<file path="src/pkg/awdrp_pkg.sv">
// Constants for the write data and write response port of the interconnect.
// Assumes a single clock and a synchronous active-low reset around the port.
package awdrp_pkg;

  localparam int unsigned DATA_W_DEF     = 32;
  localparam int unsigned DATA_W_MIN     = 32;
  localparam int unsigned DATA_W_MAX     = 256;
  localparam int unsigned BYTE_BITS      = 8;
  localparam int unsigned RESP_W         = 2;
  localparam int unsigned SLV_ID_W_DEF   = 4;
  localparam int unsigned SLV_ID_W_MAX   = 16;
  localparam int unsigned MST_ID_W_DEF   = 8;
  localparam int unsigned MST_ID_W_MIN   = 1;
  localparam int unsigned MST_ID_W_MAX   = 24;
  localparam int unsigned USER_W_DEF     = 0;
  localparam int unsigned USER_W_MAX     = 256;
  localparam int unsigned PEND_W         = 8;
  localparam int unsigned BUF_CNT_W      = 2;
  localparam logic [1:0]  BUF_DEPTH      = 2'h2;
  localparam logic [1:0]  RESP_OKAY      = 2'h0;
  localparam bit          ID_REDUCE_DEF  = 1'b0;

endpackage

</file>
<file path="src/hdl/awdrp_buf.sv">
// Two-entry buffer with valid and ready on both sides.
// Assumes both sides sit on the same clock; all outputs come from flip-flops.
`timescale 1ns/1ns
`default_nettype none

module awdrp_buf #(
  parameter int unsigned WIDTH = 8
) (
  // Clock and reset
  input  wire logic             clk_in,
  input  wire logic             rst_n_in,
  // Filling side
  input  wire logic             in_valid_in,
  input  wire logic [WIDTH-1:0] in_data_in,
  output logic                  in_ready_out,
  // Draining side
  output logic                  out_valid_out,
  output logic [WIDTH-1:0]      out_data_out,
  input  wire logic             out_ready_in
);

  logic [awdrp_pkg::BUF_CNT_W-1:0] cnt_q;
  logic [awdrp_pkg::BUF_CNT_W-1:0] cnt_d;
  logic [WIDTH-1:0]                e0_q;
  logic [WIDTH-1:0]                e0_d;
  logic [WIDTH-1:0]                e1_q;
  logic [WIDTH-1:0]                e1_d;
  logic                            rdy_q;
  logic                            rdy_d;
  logic                            vld_q;
  logic                            vld_d;
  logic                            push;
  logic                            pop;

  always_comb begin
    push  = in_valid_in && rdy_q;
    pop   = vld_q && out_ready_in;
    cnt_d = cnt_q;
    e0_d  = e0_q;
    e1_d  = e1_q;
    case ({push, pop})
      2'b10: begin
        if (cnt_q == 2'h0) begin
          e0_d = in_data_in;
        end else begin
          e1_d = in_data_in;
        end
        cnt_d = cnt_q + 2'h1;
      end
      2'b01: begin
        e0_d  = e1_q;
        cnt_d = cnt_q - 2'h1;
      end
      2'b11: begin
        // Push is only possible below full, so the head is the only entry
        e0_d = in_data_in;
      end
      default: begin
        cnt_d = cnt_q;
      end
    endcase
    // Registered ready from the next count uses both slots; a pop when full frees room a cycle later
    rdy_d = (cnt_d < awdrp_pkg::BUF_DEPTH);
    vld_d = (cnt_d != 2'h0);
  end

  always_ff @(posedge clk_in) begin
    if (!rst_n_in) begin
      cnt_q <= '0;
      e0_q  <= '0;
      e1_q  <= '0;
      rdy_q <= 1'b0;
      vld_q <= 1'b0;
    end else begin
      cnt_q <= cnt_d;
      e0_q  <= e0_d;
      e1_q  <= e1_d;
      rdy_q <= rdy_d;
      vld_q <= vld_d;
    end
  end

  assign in_ready_out  = rdy_q;
  assign out_valid_out = vld_q;
  assign out_data_out  = e0_q;

endmodule

`default_nettype wire

</file>
<file path="src/hdl/awdrp_port.sv">
// Write data and write response path of one interconnect port.
// Upstream side faces a write master, downstream side faces a write slave.
// Assumes one clock for both sides and a synchronous active-low reset.
`timescale 1ns/1ns
`default_nettype none

module awdrp_port #(
  parameter int unsigned DATA_W    = awdrp_pkg::DATA_W_DEF,
  parameter int unsigned SLV_ID_W  = awdrp_pkg::SLV_ID_W_DEF,
  parameter int unsigned MST_ID_W  = awdrp_pkg::MST_ID_W_DEF,
  parameter bit          ID_REDUCE = awdrp_pkg::ID_REDUCE_DEF,
  parameter int unsigned WUSER_W   = awdrp_pkg::USER_W_DEF,
  parameter int unsigned BUSER_W   = awdrp_pkg::USER_W_DEF,
  // Zero-width sidebands still need a one-bit port; it is tied off
  localparam int unsigned SIDP     = (SLV_ID_W == 0) ? 1 : SLV_ID_W,
  localparam int unsigned WUP      = (WUSER_W == 0) ? 1 : WUSER_W,
  localparam int unsigned BUP      = (BUSER_W == 0) ? 1 : BUSER_W,
  localparam int unsigned STRB_W   = DATA_W / awdrp_pkg::BYTE_BITS
) (
  // Clock and reset
  input  wire logic                          CLOCK_IN,
  input  wire logic                          RESETN_IN,
  // Slave-side interface block, write data in
  input  wire logic [SIDP-1:0]               S_WID_IN,
  input  wire logic [DATA_W-1:0]             S_WDATA_IN,
  input  wire logic [STRB_W-1:0]             S_WSTRB_IN,
  input  wire logic                          S_WLAST_IN,
  input  wire logic [WUP-1:0]                S_WUSER_IN,
  input  wire logic                          S_WVALID_IN,
  output logic                               S_WREADY_OUT,
  // Slave-side interface block, write response out
  output logic [SIDP-1:0]                    S_BID_OUT,
  output logic [awdrp_pkg::RESP_W-1:0]       S_BRESP_OUT,
  output logic [BUP-1:0]                     S_BUSER_OUT,
  output logic                               S_BVALID_OUT,
  input  wire logic                          S_BREADY_IN,
  // Master-side interface block, write data out
  output logic [MST_ID_W-1:0]                M_WID_OUT,
  output logic [DATA_W-1:0]                  M_WDATA_OUT,
  output logic [STRB_W-1:0]                  M_WSTRB_OUT,
  output logic                               M_WLAST_OUT,
  output logic [WUP-1:0]                     M_WUSER_OUT,
  output logic                               M_WVALID_OUT,
  input  wire logic                          M_WREADY_IN,
  // Master-side interface block, write response in
  input  wire logic [MST_ID_W-1:0]           M_BID_IN,
  input  wire logic [awdrp_pkg::RESP_W-1:0]  M_BRESP_IN,
  input  wire logic [BUP-1:0]                M_BUSER_IN,
  input  wire logic                          M_BVALID_IN,
  output logic                               M_BREADY_OUT,
  // Status
  output logic [awdrp_pkg::PEND_W-1:0]       PENDING_OUT,
  output logic                               ORPHAN_RESP_OUT
);

  // Word layouts through the buffers: write {id, user, last, strb, data}, response {id, user, resp}
  localparam int unsigned WWORD_W = MST_ID_W + WUP + 1 + STRB_W + DATA_W;
  localparam int unsigned BWORD_W = SIDP + BUP + awdrp_pkg::RESP_W;

  logic [DATA_W-1:0]             masked_data;
  logic [MST_ID_W-1:0]           down_id;
  logic [SIDP-1:0]               up_id;
  logic [WUP-1:0]                wuser_in;
  logic [BUP-1:0]                buser_in;
  logic [WWORD_W-1:0]            w_word_out;
  logic [BWORD_W-1:0]            b_word_out;
  logic                          s_wready;
  logic                          s_bvalid;
  logic [awdrp_pkg::PEND_W-1:0]  pend_q;
  logic [awdrp_pkg::PEND_W-1:0]  pend_d;
  logic                          orphan_q;
  logic                          orphan_d;
  logic                          burst_done;
  logic                          resp_done;

  for (genvar k = 0; k < STRB_W; k++) begin : g_lane
    assign masked_data[k*awdrp_pkg::BYTE_BITS +: awdrp_pkg::BYTE_BITS] =
      S_WSTRB_IN[k] ? S_WDATA_IN[k*awdrp_pkg::BYTE_BITS +: awdrp_pkg::BYTE_BITS]
                    : '0;
  end

  always_comb begin
    // Global width or reduction
    // Reduction keeps only the low bits; response IDs come back narrowed the same way
    down_id = '0;
    for (int i = 0; i < MST_ID_W; i++) begin
      if ((SLV_ID_W != 0) && (i < SLV_ID_W) && (ID_REDUCE || (i < MST_ID_W))) begin
        down_id[i] = S_WID_IN[i];
      end
    end
    up_id = '0;
    for (int i = 0; i < SIDP; i++) begin
      if ((SLV_ID_W != 0) && (i < MST_ID_W)) begin
        up_id[i] = M_BID_IN[i];
      end
    end
    wuser_in = (WUSER_W == 0) ? '0 : S_WUSER_IN;
    buser_in = (BUSER_W == 0) ? '0 : M_BUSER_IN;
  end

  awdrp_buf #(
    .WIDTH (WWORD_W)
  ) u_wbuf (
    .clk_in        (CLOCK_IN),
    .rst_n_in      (RESETN_IN),
    .in_valid_in   (S_WVALID_IN),
    .in_data_in    ({down_id, wuser_in, S_WLAST_IN, S_WSTRB_IN, masked_data}),
    .in_ready_out  (s_wready),
    .out_valid_out (M_WVALID_OUT),
    .out_data_out  (w_word_out),
    .out_ready_in  (M_WREADY_IN)
  );

  awdrp_buf #(
    .WIDTH (BWORD_W)
  ) u_bbuf (
    .clk_in        (CLOCK_IN),
    .rst_n_in      (RESETN_IN),
    .in_valid_in   (M_BVALID_IN),
    .in_data_in    ({up_id, buser_in, M_BRESP_IN}),
    .in_ready_out  (M_BREADY_OUT),
    .out_valid_out (s_bvalid),
    .out_data_out  (b_word_out),
    .out_ready_in  (S_BREADY_IN)
  );

  assign S_WREADY_OUT = s_wready;
  assign S_BVALID_OUT = s_bvalid;
  assign {M_WID_OUT, M_WUSER_OUT, M_WLAST_OUT, M_WSTRB_OUT, M_WDATA_OUT} = w_word_out;
  assign {S_BID_OUT, S_BUSER_OUT, S_BRESP_OUT} = b_word_out;

  always_comb begin
    burst_done = S_WVALID_IN && s_wready && S_WLAST_IN;
    resp_done  = s_bvalid && S_BREADY_IN;
    pend_d     = pend_q;
    orphan_d   = orphan_q;
    case ({burst_done, resp_done})
      2'b10: begin
        if (pend_q != '1) begin
          pend_d = pend_q + 1'b1;
        end
      end
      2'b01: begin
        if (pend_q == '0) begin
          orphan_d = 1'b1;
        end else begin
          pend_d = pend_q - 1'b1;
        end
      end
      default: begin
        pend_d = pend_q;
      end
    endcase
  end

  always_ff @(posedge CLOCK_IN) begin
    if (!RESETN_IN) begin
      pend_q   <= '0;
      orphan_q <= 1'b0;
    end else begin
      pend_q   <= pend_d;
      orphan_q <= orphan_d;
    end
  end

  assign PENDING_OUT     = pend_q;
  assign ORPHAN_RESP_OUT = orphan_q;

endmodule

`default_nettype wire

</file>
<file path="config.mk">
export PLATFORM = sky130hd
export DESIGN_NAME = awdrp_port
export DESIGN_NICKNAME = d
export VERILOG_FILES = /design/src/pkg/awdrp_pkg.sv /design/src/hdl/awdrp_buf.sv /design/src/hdl/awdrp_port.sv
export SDC_FILE = /design/constraint.sdc
export NUM_CORES = 1
export LEC_CHECK = 0
export CORE_ASPECT_RATIO = 1.2
export CORE_MARGIN = 2
export CORE_UTILIZATION = 40
export CTS_CLUSTER_SIZE = 30
export DETAILED_ROUTE_END_ITERATION = 7
export DONT_BUFFER_PORTS = 1
export PLACE_DENSITY = 0.58
export SETUP_SLACK_MARGIN = 0.5
export SLEW_MARGIN = 20
export SYNTH_ARGS = -nofsm -noshare
export SYNTH_HDL_FRONTEND = slang
export SYNTH_SLANG_ARGS = --single-unit
export TNS_END_PERCENT = 1
</file>
<file path="constraint.sdc">
create_clock -name CLOCK_IN -period 2.24 [get_ports CLOCK_IN]
set_clock_uncertainty 0.1 [all_clocks]
set_input_delay 0.336 -clock CLOCK_IN [delete_from_list [all_inputs] [get_ports CLOCK_IN]]
set_output_delay 0.336 -clock CLOCK_IN [all_outputs]
set_load 0.01 [all_outputs]
</file>
==> results of run 1 <==
-- how the worst max path moves through the flow --
stage | to | slack (ns) | cells past startpoint
after floorplan | PENDING_OUT[4] | 0.13 | 11
after CTS | PENDING_OUT[4] | 0.11 | 10
final | PENDING_OUT[4] | 0.13 | 10
after global placement | PENDING_OUT[4] | 0.08 | 10
after global routing | PENDING_OUT[6] | 0.02 | 10
after detailed placement | PENDING_OUT[6] | 0.01 | 10
-- per-stage QoR --
step | util | total power, mW | std cells | area [um2] | hold WS, ns
final | 0.459 | 5.92 | 756 | 5840 | 0.0288
after CTS | 0.457 | 6.00 | 755 | 5820 | 0.00928
after global placement | 0.427 | 4.17 | 736 | 5440 | 0.348
after global routing | 0.459 | 6.30 | 756 | 5840 | 0.00799
after floorplan | - | 3.87 | 612 | 5320 | 0.343
after detailed placement | 0.427 | 4.23 | 736 | 5440 | 0.359
-- logic make-up (layout without fill, tap and decap cells) --
logic type / count (synthesis) / after routing
simple gates: 230 / 230
compound gates: 157 / 157
flops: 111 / 111
buf+inv: 65 / 45
mux: 22 / 22
xor+xnor: 11 / 11
fa+ha+maj: 10 / 10
other cells: 1 / 6
-- state kept, by name (all words and copies together), names as in the netlist, 2 cells and up --
| name | flops |
|---|---|
| PENDING_OUT | 8 |
| u_wbuf.cnt_q | 2 |
| u_bbuf.cnt_q | 2 |
| u_bbuf.out_data_out | 6 |
| u_wbuf.out_data_out | 41 |
| u_wbuf.e1_q | 41 |
| u_bbuf.e1_q | 6 |
-- where the power goes --
group	switching (mW)	total, mW	leakage, nW	internal (mW)
sequential	0.386	2.71	0.907	2.32
clock	0.744	1.72	0.161	0.975
combinational	0.805	1.50	1.47	0.690
total	1.94	5.92	2.54	3.99
-- metal layers --
| layer | vias to the layer above | GRT usage | routed length, um |
|---|---|---|---|
| met5 | - | 0 | 0 |
| met4 | 0 | 0.0483 | 128 |
| met3 | 9 | 0.0478 | 746 |
| met2 | 113 | 0.303 | 5730 |
| met1 | 1973 | 0.191 | 4940 |
| li1 | 2038 | - | - |
-- layout by cell type, fill, tap and decap left out, types with 3 or more instances in the layout --
master	instances
or3_1	5
o211a_1	47
conb_1	6
ha_1	6
nand3_1	5
and2_1	37
o21ai_0	41
ha_2	3
nor2_1	6
nand2_1	140
mux2i_1	22
clkbuf_16	9
o211ai_1	32
dfxtp_1	110
a21oi_1	4
a21boi_0	9
nand4_1	3
inv_1	8
buf_4	17
buf_12	4
nor3_1	4
nand2b_1	3
xnor2_1	9
o21a_1	4
nor2b_1	9
clkbuf_8	3
a21boi_1	4
-- final cells by class --
class                   instances  area share
inverters                       8     0.00514
clock buffers                  12      0.0457
multi-input cells             436       0.487
clock inverters                 4      0.0101
flip-flops and latches        111       0.381
well taps                     164      0.0352
repair buffers                 21      0.0356
-- timing repair --
action	CTS	global route
cloned	0	0
resized for setup	5	2
setup endpoints to repair	76	81
buffers inserted	3	1
pin swaps	4	5
-- worst max-delay path, delay by kind of cell (launching register included) --
| kind | cells | cell delay (ns) |
|---|---|---|
| muxes | 1 | 0.20 |
| adders and majority gates | 2 | 0.38 |
| DFF | 1 | 0.36 |
| and+or+nand+nor | 3 | 0.36 |
| xor gates and xnor gates | 1 | 0.14 |
| AOI/OAI and AO/OA | 3 | 0.51 |
==> summary.json, run 1 <==
{
  "timing.final.crit_share": 0.944,
  "synth_most_common_cell": "nand2_1",
  "vias": 4133,
  "clock_tree_from_tritoncts": "yes",
  "route.detailed.drc": 0,
  "crit_fanout": 4,
  "finalWeightedCongestion": 0.806,
  "pin_count_of_the_biggest_net_entering_global_routing": 111,
  "avgViaCountPerCell": 5.47,
  "netlist_area_um2": 5260,
  "timing.final.setup_violations": 0,
  "first_pass_iters": 5,
  "clockRootBuffer": "clkbuf_16",
  "slew_headroom": 0.562,
  "netlist_top_cells_area": "dfxtp_1, nand2_1, o211a_1, and2_1, o211ai_1",
  "synthSimpleGateAreaFrac": 0.209,
  "grt_first_pass_wirelength_um": 19000,
  "antenna_found_initial": 0,
  "synth_warnings": 0,
  "cellLeakagePower_nw": 2.54,
  "die_area_um2": 14100,
  "vias_in_the_first_global_route": 4057,
  "critPathLaunch": "u_wbuf.in_ready_out",
  "rsz0062_at_grt": "true",
  "layout.filler_cells": 1274,
  "total_negative_setup_slack_ns": 0,
  "worst_r2r_startpoint": "u_wbuf.in_ready_out",
  "wl_um": 11500,
  "timing.critical_path.cells": "and2_4, nand2_4, ha_4, xor2_2, ha_2, nor3b_4, o21ai_2, a21oi_1, a211oi_2, mux2i_1",
  "synthesis.area_per_instance_um2": 8.66,
  "synth_commonest_cells": "nand2_1, dfxtp_1, o211a_1",
  "synth-seq-area-share": 0.423,
  "highest_clock_rate_ghz": 0.473,
  "worstHoldPathType": "primary input to flop",
  "site_rows": 45,
  "yosys.area_share.adder": 0.0238,
  "post_synth_mux_area_share": 0.0419,
  "die_y_um": 130,
  "critPathCaptureType": "flop",
  "dp_hpwl_um": 7440,
  "worst_path_max_delay_cell": "dfxtp_4",
  "synth_top_family_by_area": "compound AO/OA/AOI/OAI gates",
  "critical_path.max_stage_delay_ns": 0.36,
  "drt_iter0_drc": 283,
  "place_worst_setup_slack_ns": 0.0147,
  "critPathArrivalTime_ns": 2.28,
  "result_of_the_run": "complete, no violations",
  "final-seq-area_um2": 2230,
  "synth_edf_count": 0,
  "gr-total-overflow": 0,
  "startpoint_type": "flop",
  "rr_endpoint": "PENDING_OUT[4]",
  "worst-r2r-cell-count": 10,
  "worst_slew_pin_slew_ns": 0.655,
  "synth-seq-cells": 111,
  "die_width_um": 109,
  "syn-instance-count": 607,
  "area.growth.synth_to_final_pct": 11.0,
  "ctsLongestPathBuffers": 2,
  "inserted_clock_buffers": 9,
  "fin_ws_ns": 0.126,
  "initial_core_util": 0.413,
  "post_route_cells_drive_above_1_share": 0.101,
  "synth_ff_type": "dfxtp_1",
  "numPortBuffers": 0,
  "async_flop_share": 0,
  "floorplan.core_area_um2": 12700,
  "grt_usage": 0.168,
  "finalHoldViolations": 0,
  "cts-hold-fix-buffers": 0,
  "wl_per_cell_um": 15.3,
  "xor_and_xnor_fraction_of_the_mapped_netlist_area": 0.0183,
  "final_net_count": 656,
  "worstSetupPathType": "flop to flop",
  "multiInputGateArea_um2": 2840,
  "synth.largest_area_cell": "dfxtp_1",
  "drv.max_cap_violation_count": 0,
  "synth.top_cell.area_share": 0.423,
  "distinct_cells_synth": 47,
  "maximum_vdd_ir_drop_mv": 0.637,
  "timing.reg2reg.setup_slack_ns": 0.13,
  "antenna_cells_inserted": 0,
  "min-delay-start": "RESETN_IN",
  "clk_pin_slew_worst_paths_ns": 0.07,
  "hold-path-endpoint": "u_wbuf.e1_q[2]",
  "synth_compound_area_frac": 0.226,
  "postRouteAntennaNets": 0,
  "tritoncts_num_sinks": 111,
  "insertion_delay_to_the_later_sink_of_the_worst_skew_pair_ns": 0.34,
  "req_time_crit_path_ns": 2.41,
  "pwr_cell_area_nw_per_um2": 1010,
  "final.min_clock_period_ns": 2.11,
  "timing.final.max_slew_violations": 0,
  "maximum_level_of_the_cts_h_tree": 3,
  "hold-path-cell-count": 1,
  "boundaryPins": 125
}
(Power assumes the default switching activity.)
==> run 2: changes to the inputs <==
--- a/config.mk
+++ b/config.mk
@@ -11,7 +11,7 @@
 export CTS_CLUSTER_SIZE = 30
 export DETAILED_ROUTE_END_ITERATION = 7
 export DONT_BUFFER_PORTS = 1
-export PLACE_DENSITY = 0.58
+export PLACE_DENSITY = 0.56
 export SETUP_SLACK_MARGIN = 0.5
 export SLEW_MARGIN = 20
 export SYNTH_ARGS = -nofsm -noshare
==> constraint.sdc (replaced) <==
create_clock -name CLOCK_IN -period 2.7 [get_ports CLOCK_IN]
set_clock_uncertainty 0.1 [all_clocks]
set_input_delay 0.405 -clock CLOCK_IN [delete_from_list [all_inputs] [get_ports CLOCK_IN]]
set_output_delay 0.405 -clock CLOCK_IN [all_outputs]
set_load 0.01 [all_outputs]
==> summary.json, run 2 (synthesis gave the netlist of run 1 again) <==
{
  "internal-power_mw": 3.22,
  "critical_path.max_stage_delay_ns": 0.36,
  "timing.final.setup_violations": 0,
  "clockRootBuffer": "clkbuf_16",
  "vias": 4093,
  "grt_first_pass_wirelength_um": 18600,
  "die_area_um2": 14100,
  "inserted_clock_buffers": 9,
  "die_width_um": 109,
  "post-route-util": 0.454,
  "antenna_found_initial": 0,
  "floorplan.core_area_um2": 12700,
  "final.min_clock_period_ns": 2.13,
  "grt_use_met3": 0.0493,
  "power_switching_mw": 1.63,
  "drt_iter0_drc": 254,
  "timing.reg2reg.setup_slack_ns": 0.57,
  "clock_power_share": 0.285,
  "avgViaCountPerCell": 5.43,
  "wl_per_cell_um": 15.2,
  "worstSetupPathType": "flop to flop",
  "highest_clock_rate_ghz": 0.469,
  "final_cell_mix": "nand2_1, dfxtp_1, o211a_1",
  "most_common_library_cell_in_the_layout_ignoring_fill_and_taps": "nand2_1",
  "met2_demand_to_capacity_share_in_global_routing": 0.276,
  "wl_um": 11500,
  "insertion_delay_to_the_later_sink_of_the_worst_skew_pair_ns": 0.34,
  "share_comb_of_total_power": 0.248,
  "maximum_vdd_ir_drop_mv": 0.449,
  "total_negative_setup_slack_ns": 0,
  "cellLeakagePower_nw": 2.51,
  "gr-total-overflow": 0,
  "grtUsageMet1": 0.199,
  "finalHoldViolations": 0,
  "seq_power_share": 0.466,
  "min-delay-start": "RESETN_IN",
  "worst_slew_pin_slew_ns": 0.648,
  "worst_path_max_delay_cell": "dfxtp_2",
  "tritoncts_num_sinks": 111,
  "die_y_um": 130,
  "antenna_cells_inserted": 0,
  "initial_core_util": 0.413,
  "first_pass_iters": 4,
  "pwr_cell_area_nw_per_um2": 840,
  "req_time_crit_path_ns": 2.88,
  "timing.final.crit_share": 0.789,
  "result_of_the_run": "complete, no violations",
  "whs_ns": 0.0848,
  "worst_r2r_startpoint": "u_wbuf.in_ready_out",
  "sw_frac_of_total": 0.335,
  "maximum_level_of_the_cts_h_tree": 3,
  "clk_pin_slew_worst_paths_ns": 0.08,
  "rsz0062_at_grt": "true",
  "finalWeightedCongestion": 0.804,
  "place_worst_setup_slack_ns": 0.339,
  "postRouteAntennaNets": 0,
  "final_net_count": 654,
  "worst-r2r-cell-count": 10,
  "boundaryPins": 125,
  "numPortBuffers": 0,
  "timing.final.max_slew_violations": 0,
  "area.growth.synth_to_final_pct": 9.85,
  "dp_hpwl_um": 7450,
  "drv.max_cap_violation_count": 0,
  "ctsLongestPathBuffers": 2,
  "critPathArrivalTime_ns": 2.31,
  "worstHoldPathType": "primary input to flop",
  "critPathCaptureType": "flop",
  "slew_headroom": 0.564,
  "clock_tree_from_tritoncts": "yes",
  "fin_ws_ns": 0.570,
  "timing.critical_path.cells": "and2_4, nand2_4, ha_4, xor2_1, ha_2, nor3b_4, o21ai_2, a211oi_1, a32oi_1, a31oi_1",
  "vias_in_the_first_global_route": 3910,
  "route.detailed.drc": 0,
  "rr_endpoint": "PENDING_OUT[6]",
  "hold-path-cell-count": 1,
  "site_rows": 45,
  "hold-path-endpoint": "u_bbuf.out_data_out[1]",
  "post_route_cells_drive_above_1_share": 0.0983,
  "total_power_mw": 4.85,
  "grt_usage": 0.164,
  "crit_fanout": 5,
  "layout.filler_cells": 1280,
  "startpoint_type": "flop",
  "grt.busiest_layer": "met2",
  "pin_count_of_the_biggest_net_entering_global_routing": 111
}
## run 2: cell types whose count changed in the layout (fill, tap and decap cells not counted), sizes merged
cell,previous run,this run
buf,21,19
inv,10,12
clkbuf,12,9
clkinvlp,0,1
## run 2: power by group through the flow
stage          Sequential (mW)  Clock [mW]  Combinational, mW
2_1_floorplan             2.22           0              0.991
3_3_place_gp              2.30           0               1.14
3_5_place_dp              2.30           0               1.18
4_1_cts                   2.27        1.44               1.19
5_1_grt                   2.30        1.50               1.35
6_report                  2.26        1.38               1.20
## run 2: stage by stage
stage / instances / cell area (um2)
after floorplan: 612 / 5310
after global placement: 732 / 5390
after detailed placement: 732 / 5390
after CTS: 750 / 5720
after global routing: 754 / 5780
final: 754 / 5780
## run 2: cell type report
cell class	instances	area, um2	area share
clock inverter	7	86.3	0.0149
sequential	111	2230	0.386
multi-input combinational	436	2830	0.491
clock buffer	9	225	0.0390
timing repair buffer	19	168	0.0290
tap	164	205	0.0355
inverter	8	30.0	0.00520
## run 2: worst max-delay path by stage
stage	from	endpoint	slack, ns	depth (start not counted)
3_3_place_gp	S_BREADY_IN	PENDING_OUT[6]	0.37	9
5_1_grt	u_wbuf.in_ready_out	PENDING_OUT[4]	0.44	10
6_report	u_wbuf.in_ready_out	PENDING_OUT[6]	0.57	10
2_1_floorplan	S_BREADY_IN	PENDING_OUT[6]	0.51	10
4_1_cts	u_bbuf.out_valid_out	PENDING_OUT[6]	0.52	9
3_5_place_dp	S_BREADY_IN	PENDING_OUT[7]	0.34	8
## run 2: layer usage
metal | vias to the layer above | share of wire
met5 | - | 0
met4 | 0 | 0.013
met3 | 11 | 0.070
met2 | 107 | 0.48
met1 | 1930 | 0.44
li1 | 2045 | -
## run 2: timing repair
item,CTS,global route
endpoints found under the setup margin,7,5
hold buffers,0,0
pin swaps,1,6
setup buffers,2,4
resized for setup,4,7
## run 2: worst max-delay path, delay by kind of cell (launching register included)
kind	cells	cell delay, ns
AOI/OAI and AO/OA	4	0.65
adders and majority gates	2	0.40
DFF	1	0.36
and+or+nand+nor	3	0.41
xor gates and xnor gates	1	0.14
